--- config.mk ---
export PLATFORM = sky130hd
export DESIGN_NAME = interrupt_timer_control_regs
export DESIGN_NICKNAME = d
export VERILOG_FILES = /design/src/verilog/irq_timer_pkg.sv /design/src/verilog/interrupt_timer_control_regs.sv
export SDC_FILE = /design/constraint.sdc
export NUM_CORES = 1
export LEC_CHECK = 0
export BUFFER_PORTS_ARGS = -buffer_cell sky130_fd_sc_hd__buf_2
export CORE_MARGIN = 2
export CORE_UTILIZATION = 25
export CTS_CLUSTER_DIAMETER = 40
export CTS_CLUSTER_SIZE = 28
export DETAILED_ROUTE_END_ITERATION = 10
export SLEW_MARGIN = 25
export SYNTH_ARGS = -nofsm -noshare
export SYNTH_HDL_FRONTEND = slang
export SYNTH_SLANG_ARGS = --single-unit
export TNS_END_PERCENT = 5
--- constraint.sdc ---
create_clock -name hclk -period 6.2 [get_ports hclk]
set_input_delay 1.55 -clock hclk [delete_from_list [all_inputs] [get_ports hclk]]
set_output_delay 1.55 -clock hclk [all_outputs]
set_load 0.02 [all_outputs]
--- src/verilog/irq_timer_pkg.sv ---
// Purpose: constants and types for the interrupt and timer control registers
// Assumes: register indices are word indices; byte address = 4 * index
// Notes:   event status, enable and clear indices sit in an unused gap
package irq_timer_pkg;
  localparam int unsigned IDX_W = 6;
  localparam int unsigned NSRC  = 5;

  // register indices
  localparam logic [5:0] IDX_STACK_PTR  = 6'h01;
  localparam logic [5:0] IDX_CE_LEVEL   = 6'h07;
  localparam logic [5:0] IDX_TMR_MODE   = 6'h09;
  localparam logic [5:0] IDX_PIN_LEVEL  = 6'h0F;
  localparam logic [5:0] IDX_TMR_CARRY  = 6'h17;
  localparam logic [5:0] IDX_EDGE_SEL   = 6'h1F;
  localparam logic [5:0] IDX_PERMIT_LO  = 6'h2E;
  localparam logic [5:0] IDX_PERMIT_HI  = 6'h2F;
  localparam logic [5:0] IDX_EVT_STATUS = 6'h3A;
  localparam logic [5:0] IDX_EVT_ENABLE = 6'h3B;
  localparam logic [5:0] IDX_EVT_CLEAR  = 6'h3C;
  localparam logic [5:0] IDX_PEND_LO    = 6'h3E;
  localparam logic [5:0] IDX_PEND_HI    = 6'h3F;

  // values after reset
  localparam logic [3:0] RST_STACK_PTR = 4'h7;
  localparam logic [3:0] RST_TMR_MODE  = 4'h0;
  localparam logic [1:0] RST_EDGE_SEL  = 2'h0;
  localparam logic [4:0] RST_PERMIT    = 5'h00;
  localparam logic [4:0] RST_PENDING   = 5'h00;
  localparam logic [4:0] RST_EVT       = 5'h00;

  // source bit positions in the 5-bit permit/pending vectors
  localparam int unsigned SRC_PIN_A  = 0;
  localparam int unsigned SRC_PIN_B  = 1;
  localparam int unsigned SRC_TIMER  = 2;
  localparam int unsigned SRC_SERIAL = 3;
  localparam int unsigned SRC_FREQ   = 4;

  // timer base tick
  localparam int unsigned CLK_HZ      = 50_000_000;
  localparam int unsigned TICK_NS     = 1000;
  localparam int unsigned TICK_CYCLES = (TICK_NS * (CLK_HZ / 1_000_000)) / 1000;
  localparam int unsigned IVL_W       = 15;

  localparam logic [1:0] HTRANS_NONSEQ = 2'h2;
  localparam logic [1:0] HTRANS_SEQ    = 2'h3;
  localparam logic [2:0] HSIZE_WORD    = 3'h2;

  typedef struct packed {
    logic       wr;
    logic [5:0] idx;
  } ahb_req_s;
endpackage
--- src/verilog/interrupt_timer_control_regs.sv ---
// Purpose: interval timer, edge-triggered pin interrupts, permit/pending
//          bits and level sensing, reached over an AHB-Lite slave port
// Assumes: all inputs synchronous to hclk; event inputs are 1-cycle pulses
// Notes:   zero wait states; reads return data registered at the end of the address phase
`timescale 1ns/1ps
module interrupt_timer_control_regs
  import irq_timer_pkg::*;
#(
  parameter int unsigned TICK_DIV = TICK_CYCLES
) (
  input  wire logic            hclk,
  input  wire logic            hresetn,
  input  wire logic            hsel,
  input  wire logic [31:0]     haddr,
  input  wire logic [1:0]      htrans,
  input  wire logic            hwrite,
  input  wire logic [2:0]      hsize,
  input  wire logic [31:0]     hwdata,
  input  wire logic            hready,
  output logic      [31:0]     hrdata,
  output logic                 hreadyout,
  output logic                 hresp,
  input  wire logic            ext_irq_pin_a,
  input  wire logic            ext_irq_pin_b,
  input  wire logic            ce_pin,
  input  wire logic            serial_one_event,
  input  wire logic            freq_counter_event,
  input  wire logic [NSRC-1:0] cpu_irq_ack,
  output logic      [NSRC-1:0] cpu_irq_req,
  output logic      [3:0]      stack_pointer,
  output logic                 irq
);

  if (TICK_DIV < 1) begin : g_bad_div
    $error("TICK_DIV must be at least 1");
  end

  if (TICK_DIV > 65536) begin : g_big_div
    $error("TICK_DIV must fit the 16-bit tick counter");
  end

  logic [15:0]     tick_cnt_q, tick_cnt_d;
  logic [IVL_W-1:0] ivl_cnt_q, ivl_cnt_d, ivl_lim;
  logic [3:0]      stk_q, stk_d, mode_q, mode_d, rdata_q, rdata_d;
  logic            carry_q, carry_d;
  logic [1:0]      edge_q, edge_d, pin_prev_q, pin_prev_d;
  logic            prev_ok_q, prev_ok_d;
  logic [NSRC-1:0] permit_q, permit_d, pend_q, pend_d;
  logic [NSRC-1:0] evt_st_q, evt_st_d, evt_en_q, evt_en_d, src_evt;
  ahb_req_s        req_q, req_d;
  logic            wr_ph_q, wr_ph_d;
  logic            base_tick, expire, addr_ok, acc, rd_acc;
  logic            rise_a, fall_a, rise_b, fall_b;
  logic [5:0]      a_idx;
  logic [3:0]      wd;

  assign hreadyout   = 1'b1;
  assign hresp       = 1'b0;
  assign hrdata      = {28'h0000000, rdata_q};
  assign stack_pointer = stk_q;
  assign cpu_irq_req = pend_q & permit_q;
  assign irq         = |(evt_st_q & evt_en_q);

  // address phase decode
  assign a_idx   = haddr[7:2];
  assign addr_ok = (haddr[31:8] == 24'h000000) && (haddr[1:0] == 2'h0);
  assign acc     = hsel && hready && htrans[1] && addr_ok;
  assign rd_acc  = acc && !hwrite;
  assign wd      = hwdata[3:0];

  // base tick and interval expiry
  assign base_tick = (tick_cnt_q == 16'(TICK_DIV - 1));
  assign ivl_lim   = (15'h0001 << mode_q) - 15'h0001;
  assign expire    = base_tick && (ivl_cnt_q == ivl_lim);

  // pin edges, polarity chosen per pin
  assign rise_a = prev_ok_q && !pin_prev_q[0] && ext_irq_pin_a;
  assign fall_a = prev_ok_q && pin_prev_q[0] && !ext_irq_pin_a;
  assign rise_b = prev_ok_q && !pin_prev_q[1] && ext_irq_pin_b;
  assign fall_b = prev_ok_q && pin_prev_q[1] && !ext_irq_pin_b;

  always_comb begin
    src_evt             = '0;
    src_evt[SRC_PIN_A]  = edge_q[0] ? fall_a : rise_a;
    src_evt[SRC_PIN_B]  = edge_q[1] ? fall_b : rise_b;
    src_evt[SRC_TIMER]  = expire;
    src_evt[SRC_SERIAL] = serial_one_event;
    src_evt[SRC_FREQ]   = freq_counter_event;
  end

  always_comb begin
    tick_cnt_d = base_tick ? 16'h0000 : tick_cnt_q + 16'h0001;
    ivl_cnt_d  = ivl_cnt_q;
    if (expire) begin
      ivl_cnt_d = '0;
    end else if (base_tick) begin
      ivl_cnt_d = ivl_cnt_q + 15'h0001;
    end
    stk_d      = stk_q;
    mode_d     = mode_q;
    carry_d    = carry_q;
    edge_d     = edge_q;
    permit_d   = permit_q;
    pend_d     = pend_q;
    evt_st_d   = evt_st_q;
    evt_en_d   = evt_en_q;
    pin_prev_d = {ext_irq_pin_b, ext_irq_pin_a};
    prev_ok_d  = 1'b1;
    req_d      = '{wr: hwrite, idx: a_idx};
    wr_ph_d    = acc && hwrite;
    rdata_d    = rdata_q;

    // data phase of a write
    if (wr_ph_q) begin
      case (req_q.idx)
        IDX_STACK_PTR:  stk_d = wd;
        IDX_TMR_MODE: begin
          mode_d     = wd;
          ivl_cnt_d  = '0;
          tick_cnt_d = 16'h0000;
        end
        IDX_EDGE_SEL:   edge_d = wd[1:0];
        IDX_PERMIT_LO:  permit_d[SRC_FREQ] = wd[0];
        IDX_PERMIT_HI:  permit_d[3:0] = wd;
        IDX_PEND_LO:    pend_d[SRC_FREQ] = wd[0];
        IDX_PEND_HI:    pend_d[3:0] = wd;
        IDX_EVT_ENABLE: evt_en_d = hwdata[NSRC-1:0];
        IDX_EVT_CLEAR:  evt_st_d = evt_st_q & ~hwdata[NSRC-1:0];
        default: begin
        end
      endcase
    end

    // address phase of a read: capture data, apply read side effects
    if (rd_acc) begin
      case (a_idx)
        IDX_STACK_PTR:  rdata_d = stk_q;
        IDX_CE_LEVEL:   rdata_d = {3'h0, ce_pin};
        IDX_TMR_MODE:   rdata_d = mode_q;
        IDX_PIN_LEVEL:  rdata_d = {2'h0, ext_irq_pin_b, ext_irq_pin_a};
        IDX_TMR_CARRY: begin
          rdata_d = {3'h0, carry_q};
          carry_d = 1'b0;
        end
        IDX_EDGE_SEL:   rdata_d = {2'h0, edge_q};
        IDX_PERMIT_LO:  rdata_d = {3'h0, permit_q[SRC_FREQ]};
        IDX_PERMIT_HI:  rdata_d = permit_q[3:0];
        IDX_PEND_LO:    rdata_d = {3'h0, pend_q[SRC_FREQ]};
        IDX_PEND_HI:    rdata_d = pend_q[3:0];
        IDX_EVT_STATUS: rdata_d = evt_st_q[3:0];
        IDX_EVT_ENABLE: rdata_d = evt_en_q[3:0];
        default:        rdata_d = 4'h0;
      endcase
    end

    // acceptance clears, then new requests win over any clear
    pend_d   = (pend_d & ~cpu_irq_ack) | src_evt;
    evt_st_d = evt_st_d | src_evt;
    if (expire) begin
      carry_d = 1'b1;
    end
  end

  always_ff @(posedge hclk or negedge hresetn) begin
    if (!hresetn) begin
      tick_cnt_q <= 16'h0000;
      ivl_cnt_q  <= '0;
      stk_q      <= RST_STACK_PTR;
      mode_q     <= RST_TMR_MODE;
      carry_q    <= 1'b0;
      edge_q     <= RST_EDGE_SEL;
      permit_q   <= RST_PERMIT;
      pend_q     <= RST_PENDING;
      evt_st_q   <= RST_EVT;
      evt_en_q   <= RST_EVT;
      pin_prev_q <= 2'h0;
      prev_ok_q  <= 1'b0;
      req_q      <= '0;
      wr_ph_q    <= 1'b0;
      rdata_q    <= 4'h0;
    end else begin
      tick_cnt_q <= tick_cnt_d;
      ivl_cnt_q  <= ivl_cnt_d;
      stk_q      <= stk_d;
      mode_q     <= mode_d;
      carry_q    <= carry_d;
      edge_q     <= edge_d;
      permit_q   <= permit_d;
      pend_q     <= pend_d;
      evt_st_q   <= evt_st_d;
      evt_en_q   <= evt_en_d;
      pin_prev_q <= pin_prev_d;
      prev_ok_q  <= prev_ok_d;
      req_q      <= req_d;
      wr_ph_q    <= wr_ph_d;
      rdata_q    <= rdata_d;
    end
  end

  // checks
  timer_expiry_a: assert property (
    @(posedge hclk) disable iff (!hresetn)
    expire |=> pend_q[SRC_TIMER] && carry_q)
    else $error("timer expiry did not set pending and carry");

  mode_restart_a: assert property (
    @(posedge hclk) disable iff (!hresetn)
    wr_ph_q && (req_q.idx == IDX_TMR_MODE)
    |=> (ivl_cnt_q == '0) && (tick_cnt_q == 16'h0000)
    && (mode_q == $past(hwdata[3:0])))
    else $error("mode write did not restart the interval");

  ivl_bound_a: assert property (
    @(posedge hclk) disable iff (!hresetn)
    ivl_cnt_q <= ivl_lim)
    else $error("interval count passed its limit");

  carry_clear_a: assert property (
    @(posedge hclk) disable iff (!hresetn)
    rd_acc && (a_idx == IDX_TMR_CARRY) && !expire |=> !carry_q)
    else $error("carry flag not cleared by read");

  carry_read_a: assert property (
    @(posedge hclk) disable iff (!hresetn)
    rd_acc && (a_idx == IDX_TMR_CARRY)
    |=> hrdata == {31'h00000000, $past(carry_q)})
    else $error("carry read returned wrong value");

  rise_pin_a: assert property (
    @(posedge hclk) disable iff (!hresetn)
    !edge_q[0] && rise_a |=> pend_q[SRC_PIN_A])
    else $error("rising edge on pin a not requested");

  fall_pin_b_a: assert property (
    @(posedge hclk) disable iff (!hresetn)
    edge_q[1] && rise_b && !fall_b && !$past(pend_q[SRC_PIN_B])
    && (cpu_irq_ack[SRC_PIN_B] || !pend_q[SRC_PIN_B]) && !wr_ph_q
    |=> !pend_q[SRC_PIN_B])
    else $error("rising edge requested pin b in falling mode");

  fall_pin_set_a: assert property (
    @(posedge hclk) disable iff (!hresetn)
    edge_q[1] && fall_b |=> pend_q[SRC_PIN_B])
    else $error("falling edge on pin b not requested");

  permit_write_a: assert property (
    @(posedge hclk) disable iff (!hresetn)
    wr_ph_q && (req_q.idx == IDX_PERMIT_HI)
    |=> permit_q[3:0] == $past(hwdata[3:0]))
    else $error("permit write not stored");

  accept_clear_a: assert property (
    @(posedge hclk) disable iff (!hresetn)
    cpu_irq_ack[SRC_SERIAL] && !serial_one_event && !wr_ph_q
    |=> !pend_q[SRC_SERIAL] && !cpu_irq_req[SRC_SERIAL])
    else $error("accepted request not cleared");

  pend_set_wins_a: assert property (
    @(posedge hclk) disable iff (!hresetn)
    (|src_evt) |=> (pend_q & $past(src_evt)) == $past(src_evt))
    else $error("new request lost against a clear");

  level_read_a: assert property (
    @(posedge hclk) disable iff (!hresetn)
    rd_acc && (a_idx == IDX_PIN_LEVEL)
    |=> hrdata[1:0] == $past({ext_irq_pin_b, ext_irq_pin_a}))
    else $error("pin level read wrong");

  forward_gate_a: assert property (
    @(posedge hclk) disable iff (!hresetn)
    $rose(permit_q[SRC_TIMER]) && $past(pend_q[SRC_TIMER])
    && pend_q[SRC_TIMER] |-> cpu_irq_req[SRC_TIMER] ##1
    (!permit_q[SRC_TIMER] || !pend_q[SRC_TIMER] || cpu_irq_req[SRC_TIMER]))
    else $error("permitted pending request not forwarded");

  stack_write_a: assert property (
    @(posedge hclk) disable iff (!hresetn)
    wr_ph_q && (req_q.idx == IDX_STACK_PTR)
    |=> stack_pointer == $past(hwdata[3:0]))
    else $error("stack pointer write not stored");

  evt_clear_a: assert property (
    @(posedge hclk) disable iff (!hresetn)
    wr_ph_q && (req_q.idx == IDX_EVT_CLEAR)
    |=> (evt_st_q & $past(hwdata[NSRC-1:0] & ~src_evt)) == '0)
    else $error("event status not cleared by write");

  timer_fire_c: cover property (@(posedge hclk) disable iff (!hresetn)
    expire ##1 cpu_irq_req[SRC_TIMER]);
  pin_edge_c: cover property (@(posedge hclk) disable iff (!hresetn)
    fall_a && edge_q[0]);
  irq_out_c: cover property (@(posedge hclk) disable iff (!hresetn)
    $rose(irq));
  ack_clear_c: cover property (@(posedge hclk) disable iff (!hresetn)
    cpu_irq_ack[SRC_SERIAL] ##1 !pend_q[SRC_SERIAL]);
  carry_read_c: cover property (@(posedge hclk) disable iff (!hresetn)
    rd_acc && (a_idx == IDX_TMR_CARRY) && carry_q);

endmodule // interrupt_timer_control_regs

==> flow_metrics.py, run 1 <==
metrics = {
    "outcome": {
        "status": "finished clean",
    },
    "detailed_routing": {
        "post-route-drc-count": 0,
        "drtIter0Drc": 120,
        "wl_per_cell_um": 12.9,
        "ant_nets": 0,
        "vias": 3581,
        "viasPerCell": 4.62,
        "dr.pass1.iters": 5,
        "routed_wl_um": 10000,
    },
    "timing": {
        "drv_slew": 0,
        "tightest_slew_ps": 876,
        "maxSlewHeadroom": 0.411,
        "period_needed_ps": 3570,
        "finalCritPeriodShare": 0.576,
        "rsz0062_at_grt": "false",
        "final_hold_viol_count": 0,
        "tns_ps": 0,
        "worst_slack_ps": 2630,
        "fmax_mhz": 280,
        "setup-violations-final": 0,
        "fin_skew_ps": 5.86,
        "holdWs_ps": 476,
    },
    "global_route": {
        "grt.met3_usage": 0.0156,
        "gr-usage-met1": 0.151,
        "use_met2": 0.162,
        "grt_pass1_wl_um": 16800,
        "grt_start_max_net_pins": 77,
        "track_usage": 0.106,
        "grt_overflow": 0,
        "grt_pass1_vias": 3339,
        "antenna_found_initial": 0,
        "globalRoute.busiestLayer": "met2",
    },
    "cts": {
        "cts_post_setup_buffers_inserted": 0,
        "cts_resized": 0,
        "clk_transition_reported_paths_ps": 60,
        "clock_latency_ps": 340,
        "cts_sinks": 76,
        "clockRootBuffer": "clkbuf_16",
        "cts_tree": "yes",
        "ctsHoldBuffers": 0,
        "h-tree-depth": 3,
        "clockBufferDepth": 2,
        "numCtsBuffers": 9,
    },
    "run": {
        "drv_cap": 0,
    },
    "setup_path": {
        "cp_num_cells": 9,
        "cp_slowest_cell": "dfrtp_1",
        "rrSetupSlack_ps": 2630,
        "path_cells": "inv_1, nand3_1, ha_1, inv_1, a311oi_1, nand3_1, nor4_1, and4_1, nor2_1",
        "cp.required_ps": 6380,
        "cp-end-kind": "flop",
        "crit_family": "simple AND/OR/NAND/NOR gates",
        "path_max_fanout": 19,
        "cp.arrival_ps": 3750,
        "r2r_end": "ivl_cnt_q[12]",
        "crit_path_start_kind": "flop",
        "cp_slowest_stage_delay_ps": 740,
        "worstSetupPathType": "reg2reg",
        "critPathBufInv": 2,
        "r2r-start": "mode_q[2]",
        "r2r_cells": 9,
    },
    "die": {
        "start_util": 0.253,
        "die_x_um": 138,
        "fp-row-count": 49,
        "die-area_um2": 19200,
        "ioPinCount": 128,
        "die_h_um": 138,
        "core_area_um2": 17800,
    },
    "pwr": {
        "powerDensity_nw_per_um2": 226,
        "p_total_mw": 1.19,
        "vdd_drop_max_uv": 207,
        "leakagePower_nw": 2.39,
    },
    "yosys": {
        "synthSimpleGateAreaFrac": 0.226,
        "synth_enable_flop_cells": 0,
        "synth_area_per_cell_um2": 9.33,
        "synthFlopType": "dfrtp_1",
        "synth-xor-area-share": 0.0698,
        "synthesis.area_um2": 4520,
        "synth_top_family_by_area": "simple AND/OR/NAND/NOR gates",
        "netlist-cell-type-count": 61,
        "synthAdderAreaFrac": 0.0111,
        "async_reset_ff_frac": 1.00,
        "yosysSeqAreaShare": 0.422,
        "syn_inst": 484,
        "ys_ff_latch": 76,
        "synth.area.mux_share": 0.0914,
        "synth-compound-area-share": 0.0945,
        "synth_warnings": 0,
    },
    "final_layout": {
        "stdcell_count": 775,
        "final_core_util": 0.295,
        "multi_input_area_um2": 2350,
        "fin_nets": 629,
        "drive_gt1_frac": 0.225,
        "regArea_um2": 1910,
        "area_delta_synth_final_pct": 16.5,
        "final_area_um2": 5260,
        "n_antenna_cell": 0,
        "fillers": 1864,
    },
    "min_path": {
        "hold_path_end": "evt_st_q[4]",
        "min_path_type": "reg2reg",
        "whs_path_depth": 1,
        "hold_start": "evt_st_q[4]",
    },
    "placed_design": {
        "gp_congestion": 0.815,
        "dp_slack_ps": 2600,
        "post-dp-hpwl_um": 7250,
        "placedInstanceArea_um2": 4910,
        "post-place-cells": 759,
        "io_buffer_count": 66,
    },
}
[registers in the layout, indices dropped and copies added (netlist names), 2 cells and up]
signal and cells:
req_q 6, evt_st_q 5, edge_q 2, stack_pointer 4, ivl_cnt_q 15, pin_prev_q 2, mode_q 4, pend_q 5
evt_en_q 5, tick_cnt_q 16, permit_q 5, rdata_q 4
[worst reg2reg max path, cell delays in order, from the launching register on]
cell and delay (ps):
dfrtp_1 740, inv_1 230, nand3_1 160, ha_1 550
inv_1 190, a311oi_1 310, nand3_1 120, nor4_1 280
and4_1 700, nor2_1 140
[layout by cell type (no fill, tap or decap), types with 9 or more instances in the layout]
cell	count
nand4_1	9
nand2_1	59
nor4_1	13
xor2_1	17
clkbuf_16	9
mux2i_1	12
nor3_1	10
o21ai_0	16
mux2_2	24
nand3_1	17
dfrtp_1	73
xnor2_1	19
a21oi_1	15
conb_1	31
inv_1	11
nor2_1	56
buf_2	65
[cells by family after synthesis]
logic type	count (synthesis)
AND/OR/NAND/NOR	203
flip-flops	76
AO/OA/AOI/OAI	65
buffers and inverters	61
multiplexers	37
XOR/XNOR	36
adder cells (fa/ha/maj)	4
other	2
[power breakdown]
group,switching (mW),total (mW),internal (mW)
combinational,0.0602,0.0943,0.0341
sequential,0.0123,0.516,0.504
clock,0.193,0.577,0.384
[per-layer routing]
layer / vias up / part of all wire / wire, µm
met5: - / 0 / 0
met2: 86 / 0.46 / 4610
met4: 0 / 0.010 / 101
li1: 1754 / - / -
met3: 6 / 0.038 / 384
met1: 1735 / 0.49 / 4910
[synth_stat cells, drive strengths merged (7+ instances only)]
library cell	instances	area share
o21ai	16	0.018
nor2	57	0.048
clkbuf	16	0.020
nand3	17	0.019
mux2i	12	0.027
mux2	24	0.060
inv	11	0.0091
dfrtp	73	0.40
nor3	10	0.011
buf	34	0.055
and3	7	0.011
a21oi	15	0.017
nand4	11	0.018
xor2	17	0.033
xnor2	19	0.037
nor4	15	0.024
nand2	59	0.049
and2	7	0.010
[how the worst max path moves through the flow]
stage              start             to  slack [ps]
2_1_floorplan   haddr[5]     rdata_q[0]        3320
3_3_place_gp   mode_q[2]      pend_q[2]        2600
3_5_place_dp   mode_q[2]  ivl_cnt_q[12]        2600
4_1_cts        mode_q[2]  ivl_cnt_q[12]        2560
5_1_grt        mode_q[2]  ivl_cnt_q[12]        2190
6_report       mode_q[2]  ivl_cnt_q[12]        2630
[cell type report]
cell class / count / area share
Tap cell: 229 / 0.0545
Multi-Input combinational cell: 376 / 0.446
Clock buffer: 12 / 0.0507
Sequential cell: 76 / 0.362
Timing Repair Buffer: 67 / 0.0654
Clock inverter: 4 / 0.0133
Inverter: 11 / 0.00785
Note: power is estimated with default switching activity, not from simulation.
==> run 2, diff against run 1 <==
==> constraint.sdc (replaced) <==
create_clock -name hclk -period 3.35 [get_ports hclk]
set_input_delay 0.8375 -clock hclk [delete_from_list [all_inputs] [get_ports hclk]]
set_output_delay 0.8375 -clock hclk [all_outputs]
set_load 0.02 [all_outputs]
==> run 2 against run 1 <==
  * Die area is the same
  * Worst hold slack better by 4.9 ps
  * Global-route usage is 0.51 points higher
  * Clock power increased by 80%
  * Non-clock buffer count increased by 8
  * Highest routed layer unchanged
==> flow_metrics.py, run 2 (synthesis gave the netlist of run 1 again) <==
metrics = {
    "global_route": {
        "grt_start_max_net_pins": 77,
        "track_usage": 0.111,
        "grt_pass1_vias": 3392,
        "grt_overflow": 0,
        "antenna_found_initial": 0,
        "grt_pass1_wl_um": 17500,
    },
    "final_layout": {
        "mostFrequentLayoutCell": "dfrtp_1",
        "drive_gt1_frac": 0.231,
        "reg_top3": "tick_cnt_q: 16 flops, ivl_cnt_q: 15 flops, req_q: 6 flops",
        "regMostFlops": "tick_cnt_q",
        "area_delta_synth_final_pct": 17.6,
        "fin_nets": 637,
        "largest_reg_flops": 16,
        "mostFrequentLayoutCells": "dfrtp_1 (73), buf_2 (65), nand2_1 (59)",
        "n_antenna_cell": 0,
        "fillers": 1902,
    },
    "setup_path": {
        "cp.required_ps": 3610,
        "cp-end-kind": "flop",
        "cp_slowest_stage_delay_ps": 460,
        "r2r-start": "mode_q[3]",
        "crit_path_start_kind": "flop",
        "worstSetupPathType": "reg2reg",
        "crit_start": "mode_q[3]",
        "path_max_fanout": 18,
        "cp_slowest_cell": "dfrtp_1",
        "path_cells": "nor2_1, nand2_1, ha_1, buf_4, nor3_1, a21oi_1, o211ai_1, nand3_1, nor4_1, and4_1, buf_12, o21bai_1",
        "crit_family": "simple AND/OR/NAND/NOR gates",
        "cp.arrival_ps": 3120,
        "critPathBufInv": 2,
    },
    "die": {
        "die_x_um": 138,
        "core_area_um2": 17800,
        "start_util": 0.253,
        "ioPinCount": 128,
        "die-area_um2": 19200,
        "die_h_um": 138,
        "fp-row-count": 49,
    },
    "detailed_routing": {
        "routed_wl_um": 10500,
        "drtIter0Drc": 194,
        "dr.pass1.iters": 4,
        "vias": 3627,
        "ant_nets": 0,
        "wl_per_cell_um": 13.4,
        "viasPerCell": 4.63,
        "post-route-drc-count": 0,
    },
    "cts": {
        "clock_latency_ps": 340,
        "cts_post_setup_buffers_inserted": 0,
        "clockRootBuffer": "clkbuf_16",
        "cts_sinks": 76,
        "ctsHoldBuffers": 0,
        "clk_transition_reported_paths_ps": 60,
        "clockBufferDepth": 2,
        "numCtsBuffers": 9,
        "cts_tree": "yes",
        "h-tree-depth": 3,
        "cts_resized": 0,
    },
    "timing": {
        "period_needed_ps": 2860,
        "final_hold_viol_count": 0,
        "maxSlewHeadroom": 0.533,
        "fmax_mhz": 349,
        "tns_ps": 0,
        "fin_skew_ps": 9.94,
        "rsz0062_at_grt": "false",
        "drv_slew": 0,
        "holdWs_ps": 481,
        "tightest_slew_ps": 700,
        "setup-violations-final": 0,
        "finalCritPeriodShare": 0.855,
    },
    "min_path": {
        "hold_start": "evt_st_q[4]",
        "min_path_type": "reg2reg",
    },
    "run": {
        "drv_cap": 0,
    },
    "pwr": {
        "clock_power_share": 0.478,
        "power.internal_mw": 1.67,
        "vdd_drop_max_uv": 274,
        "p_sw_mw": 0.507,
        "sw_frac_of_total": 0.233,
        "powerDensity_nw_per_um2": 410,
        "p_total_mw": 2.18,
        "seqPwrFrac": 0.435,
        "leakagePower_nw": 2.41,
        "combPwrFrac": 0.087,
    },
    "outcome": {
        "status": "finished clean",
    },
    "placed_design": {
        "io_buffer_count": 66,
        "gp_congestion": 0.850,
        "post-dp-hpwl_um": 7650,
    },
}
-- run 2: metal layers --
| metal | wire length [µm] | vias up | track usage |
|---|---|---|---|
| li1 | - | 1773 | - |
| met1 | 5140 | 1764 | 0.157 |
| met2 | 4850 | 80 | 0.172 |
| met3 | 348 | 10 | 0.0163 |
| met4 | 158 | 0 | 0.0408 |
| met5 | 0 | - | 0 |
-- run 2: final timing paths --
kind	end	slack, ps	cells after the start
setup reg to reg	pend_q[2]	490	12
min in group asynchronous	req_q[2]	520	1
setup / recovery	pend_q[2]	490	12
hold / removal	evt_st_q[4]	480	1
hold reg to reg	evt_st_q[4]	480	1
max in group asynchronous	tick_cnt_q[15]	2340	1
-- run 2: layout make-up --
class                           instances  area, µm²  share of cell area
Timing Repair Buffer                   75        417              0.0785
Inverter                               11       41.3             0.00778
Multi-Input combinational cell        376       2340               0.441
Tap cell                              229        287              0.0540
Sequential cell                        76       1910               0.359
Clock buffer                           12        246              0.0464
Clock inverter                          4       72.6              0.0137
-- run 2: stage by stage --
stage,setup WS [ps],util,area [µm²],cells
finish,487,0.298,5310,783
global route,256,0.298,5310,783
CTS,511,0.297,5310,783
detailed placement,527,0.280,4990,767
global placement,526,0.280,4990,767
floorplan,743,-,4630,513
-- run 2: worst register-to-register path, delay by kind of cell, from the launching register on --
| kind | cells | cell delay (ps) |
|---|---|---|
| compound gates | 3 | 360 |
| fa+ha+maj | 1 | 340 |
| buf+inv | 2 | 380 |
| flops | 1 | 460 |
| simple gates | 6 | 1250 |
-- run 2: power by group through the flow --
| stage | sequential, mW | combinational [mW] | clock, mW |
|---|---|---|---|
| 2_1_floorplan | 0.956 | 0.140 | 0 |
| 3_3_place_gp | 0.963 | 0.188 | 0 |
| 3_5_place_dp | 0.963 | 0.189 | 0 |
| 4_1_cts | 0.947 | 0.190 | 1.06 |
| 5_1_grt | 0.950 | 0.210 | 1.09 |
| 6_report | 0.948 | 0.190 | 1.04 |
==> run 3, diff against run 2 <==
--- a/config.mk
+++ b/config.mk
@@ -7,10 +7,11 @@
 export LEC_CHECK = 0
 export BUFFER_PORTS_ARGS = -buffer_cell sky130_fd_sc_hd__buf_2
 export CORE_MARGIN = 2
-export CORE_UTILIZATION = 25
+export CORE_UTILIZATION = 51
 export CTS_CLUSTER_DIAMETER = 40
 export CTS_CLUSTER_SIZE = 28
 export DETAILED_ROUTE_END_ITERATION = 10
+export PLACE_DENSITY = 0.78
 export SLEW_MARGIN = 25
 export SYNTH_ARGS = -nofsm -noshare
 export SYNTH_HDL_FRONTEND = slang
==> run 3 against run 2 <==
  * Via count increased by 3.4%
  * Combinational power about the same
  * Core utilization increased by 29 points
  * Flip-flop and latch count unchanged
  * Worst hold slack improved by 7.9 ps
  * Clock-buffer cell count unchanged
==> flow_metrics.py, run 3 (synthesis gave the netlist of run 1 again) <==
metrics = {
    "min_path": {
        "hold_start": "evt_st_q[4]",
        "min_path_type": "reg2reg",
        "whs_path_depth": 1,
    },
    "final_layout": {
        "final_core_util": 0.588,
        "largest_reg_flops": 16,
        "reg_top3": "tick_cnt_q: 16 flops, ivl_cnt_q: 15 flops, req_q: 6 flops",
        "multi_input_area_um2": 2350,
        "stdcell_count": 664,
        "regArea_um2": 1910,
        "mostFrequentLayoutCell": "dfrtp_1",
        "n_antenna_cell": 0,
        "fin_nets": 639,
        "fillers": 719,
        "mostFrequentLayoutCells": "dfrtp_1 (73), buf_2 (66), nand2_1 (59)",
        "regMostFlops": "tick_cnt_q",
        "drive_gt1_frac": 0.234,
        "area_delta_synth_final_pct": 12.4,
    },
    "placed_design": {
        "io_buffer_count": 66,
        "post-dp-hpwl_um": 7340,
        "dp_slack_ps": 546,
        "gp_congestion": 0.903,
        "post-place-cells": 648,
    },
    "pwr": {
        "leakagePower_nw": 2.38,
        "vdd_drop_max_uv": 313,
        "power.internal_mw": 1.49,
        "seqPwrFrac": 0.482,
        "powerDensity_nw_per_um2": 386,
        "sw_frac_of_total": 0.238,
        "combPwrFrac": 0.097,
        "clock_power_share": 0.420,
        "p_sw_mw": 0.466,
    },
    "timing": {
        "rsz0062_at_grt": "false",
        "finalCritPeriodShare": 0.861,
        "tightest_slew_ps": 711,
        "holdWs_ps": 489,
        "setup-violations-final": 0,
        "period_needed_ps": 2890,
        "fin_skew_ps": 10.0,
        "drv_slew": 0,
        "tns_ps": 0,
        "fmax_mhz": 347,
        "maxSlewHeadroom": 0.526,
        "worst_slack_ps": 465,
        "final_hold_viol_count": 0,
    },
    "detailed_routing": {
        "drtIter0Drc": 257,
        "ant_nets": 0,
        "wl_per_cell_um": 15.1,
        "routed_wl_um": 10000,
        "vias": 3751,
        "post-route-drc-count": 0,
        "viasPerCell": 5.65,
        "dr.pass1.iters": 5,
    },
    "die": {
        "die_h_um": 98.1,
        "core_area_um2": 8640,
        "ioPinCount": 128,
        "fp-row-count": 34,
        "die-area_um2": 9630,
        "start_util": 0.523,
        "die_x_um": 98.1,
    },
    "cts": {
        "clockRootBuffer": "clkbuf_8",
        "clock_latency_ps": 340,
        "cts_post_setup_buffers_inserted": 0,
        "clockBufferDepth": 2,
        "ctsHoldBuffers": 0,
        "numCtsBuffers": 9,
        "h-tree-depth": 3,
        "cts_sinks": 76,
        "cts_resized": 0,
        "clk_transition_reported_paths_ps": 80,
        "cts_tree": "yes",
    },
    "setup_path": {
        "cp.arrival_ps": 3150,
        "cp.required_ps": 3610,
        "path_max_fanout": 13,
        "cp-end-kind": "flop",
        "crit_path_start_kind": "flop",
        "crit_start": "mode_q[3]",
        "worstSetupPathType": "reg2reg",
        "r2r-start": "mode_q[3]",
        "r2r_cells": 11,
    },
    "global_route": {
        "gr-usage-met1": 0.285,
        "grt_pass1_wl_um": 17000,
        "grt.met3_usage": 0.0422,
        "grt_pass1_vias": 3623,
        "globalRoute.busiestLayer": "met2",
        "use_met2": 0.354,
        "grt_overflow": 0,
        "track_usage": 0.216,
        "antenna_found_initial": 0,
        "grt_start_max_net_pins": 34,
    },
    "outcome": {
        "status": "finished clean",
    },
    "run": {
        "drv_cap": 0,
    },
}
## run 3: changes by cell type in the layout (fill, tap and decap cells not counted), sizes merged
| cell | delta |
|---|---|
| clkinv | -1 |
| buf | +2 |
| bufinv | +1 |
## run 3: worst max-delay path, stage by stage, from the launching register on
cell,delay (ps)
dfrtp_1,490
nor2_1,310
nand2_1,100
ha_1,340
xnor2_1,250
a31oi_1,80
a31oi_1,170
nand3_1,100
nor4_1,370
and4_1,270
buf_4,210
o21bai_1,120
## run 3: per-layer routing
layer / vias up / wire, µm
met5: - / 0
met4: 0 / 211
met3: 21 / 522
met2: 138 / 4810
met1: 1818 / 4450
li1: 1774 / -
## run 3: cell type report
class / instances / area share
multi-input combinational: 376 / 0.463
sequential: 76 / 0.375
timing repair buffer: 77 / 0.0814
clock buffer: 12 / 0.0266
tap: 108 / 0.0266
clock inverter: 4 / 0.0192
inverter: 11 / 0.00814
## run 3: stage by stage
stage,instance area (µm²),total power [mW]
after floorplan,4630,1.10
after CTS,5070,1.97
after global routing,5070,2.03
after global placement,4840,1.15
after detailed placement,4840,1.15
final,5070,1.96
## run 3: path summary, 6_finish.rpt
check / endpoint / slack, ps
min reg2reg: evt_st_q[4] / 490
max: pend_q[2] / 460
max reg2reg: pend_q[2] / 460
min in group asynchronous: edge_q[1] / 540
max in group asynchronous: stack_pointer[2] / 2010
min: evt_st_q[4] / 490
## run 3: power groups by stage
| stage | clock (mW) | sequential [mW] | combinational [mW] |
|---|---|---|---|
| floorplan | 0 | 0.956 | 0.140 |
| finish | 0.824 | 0.946 | 0.191 |
| global route | 0.870 | 0.948 | 0.212 |
| detailed placement | 0 | 0.963 | 0.190 |
| global placement | 0 | 0.962 | 0.184 |
| CTS | 0.833 | 0.945 | 0.191 |
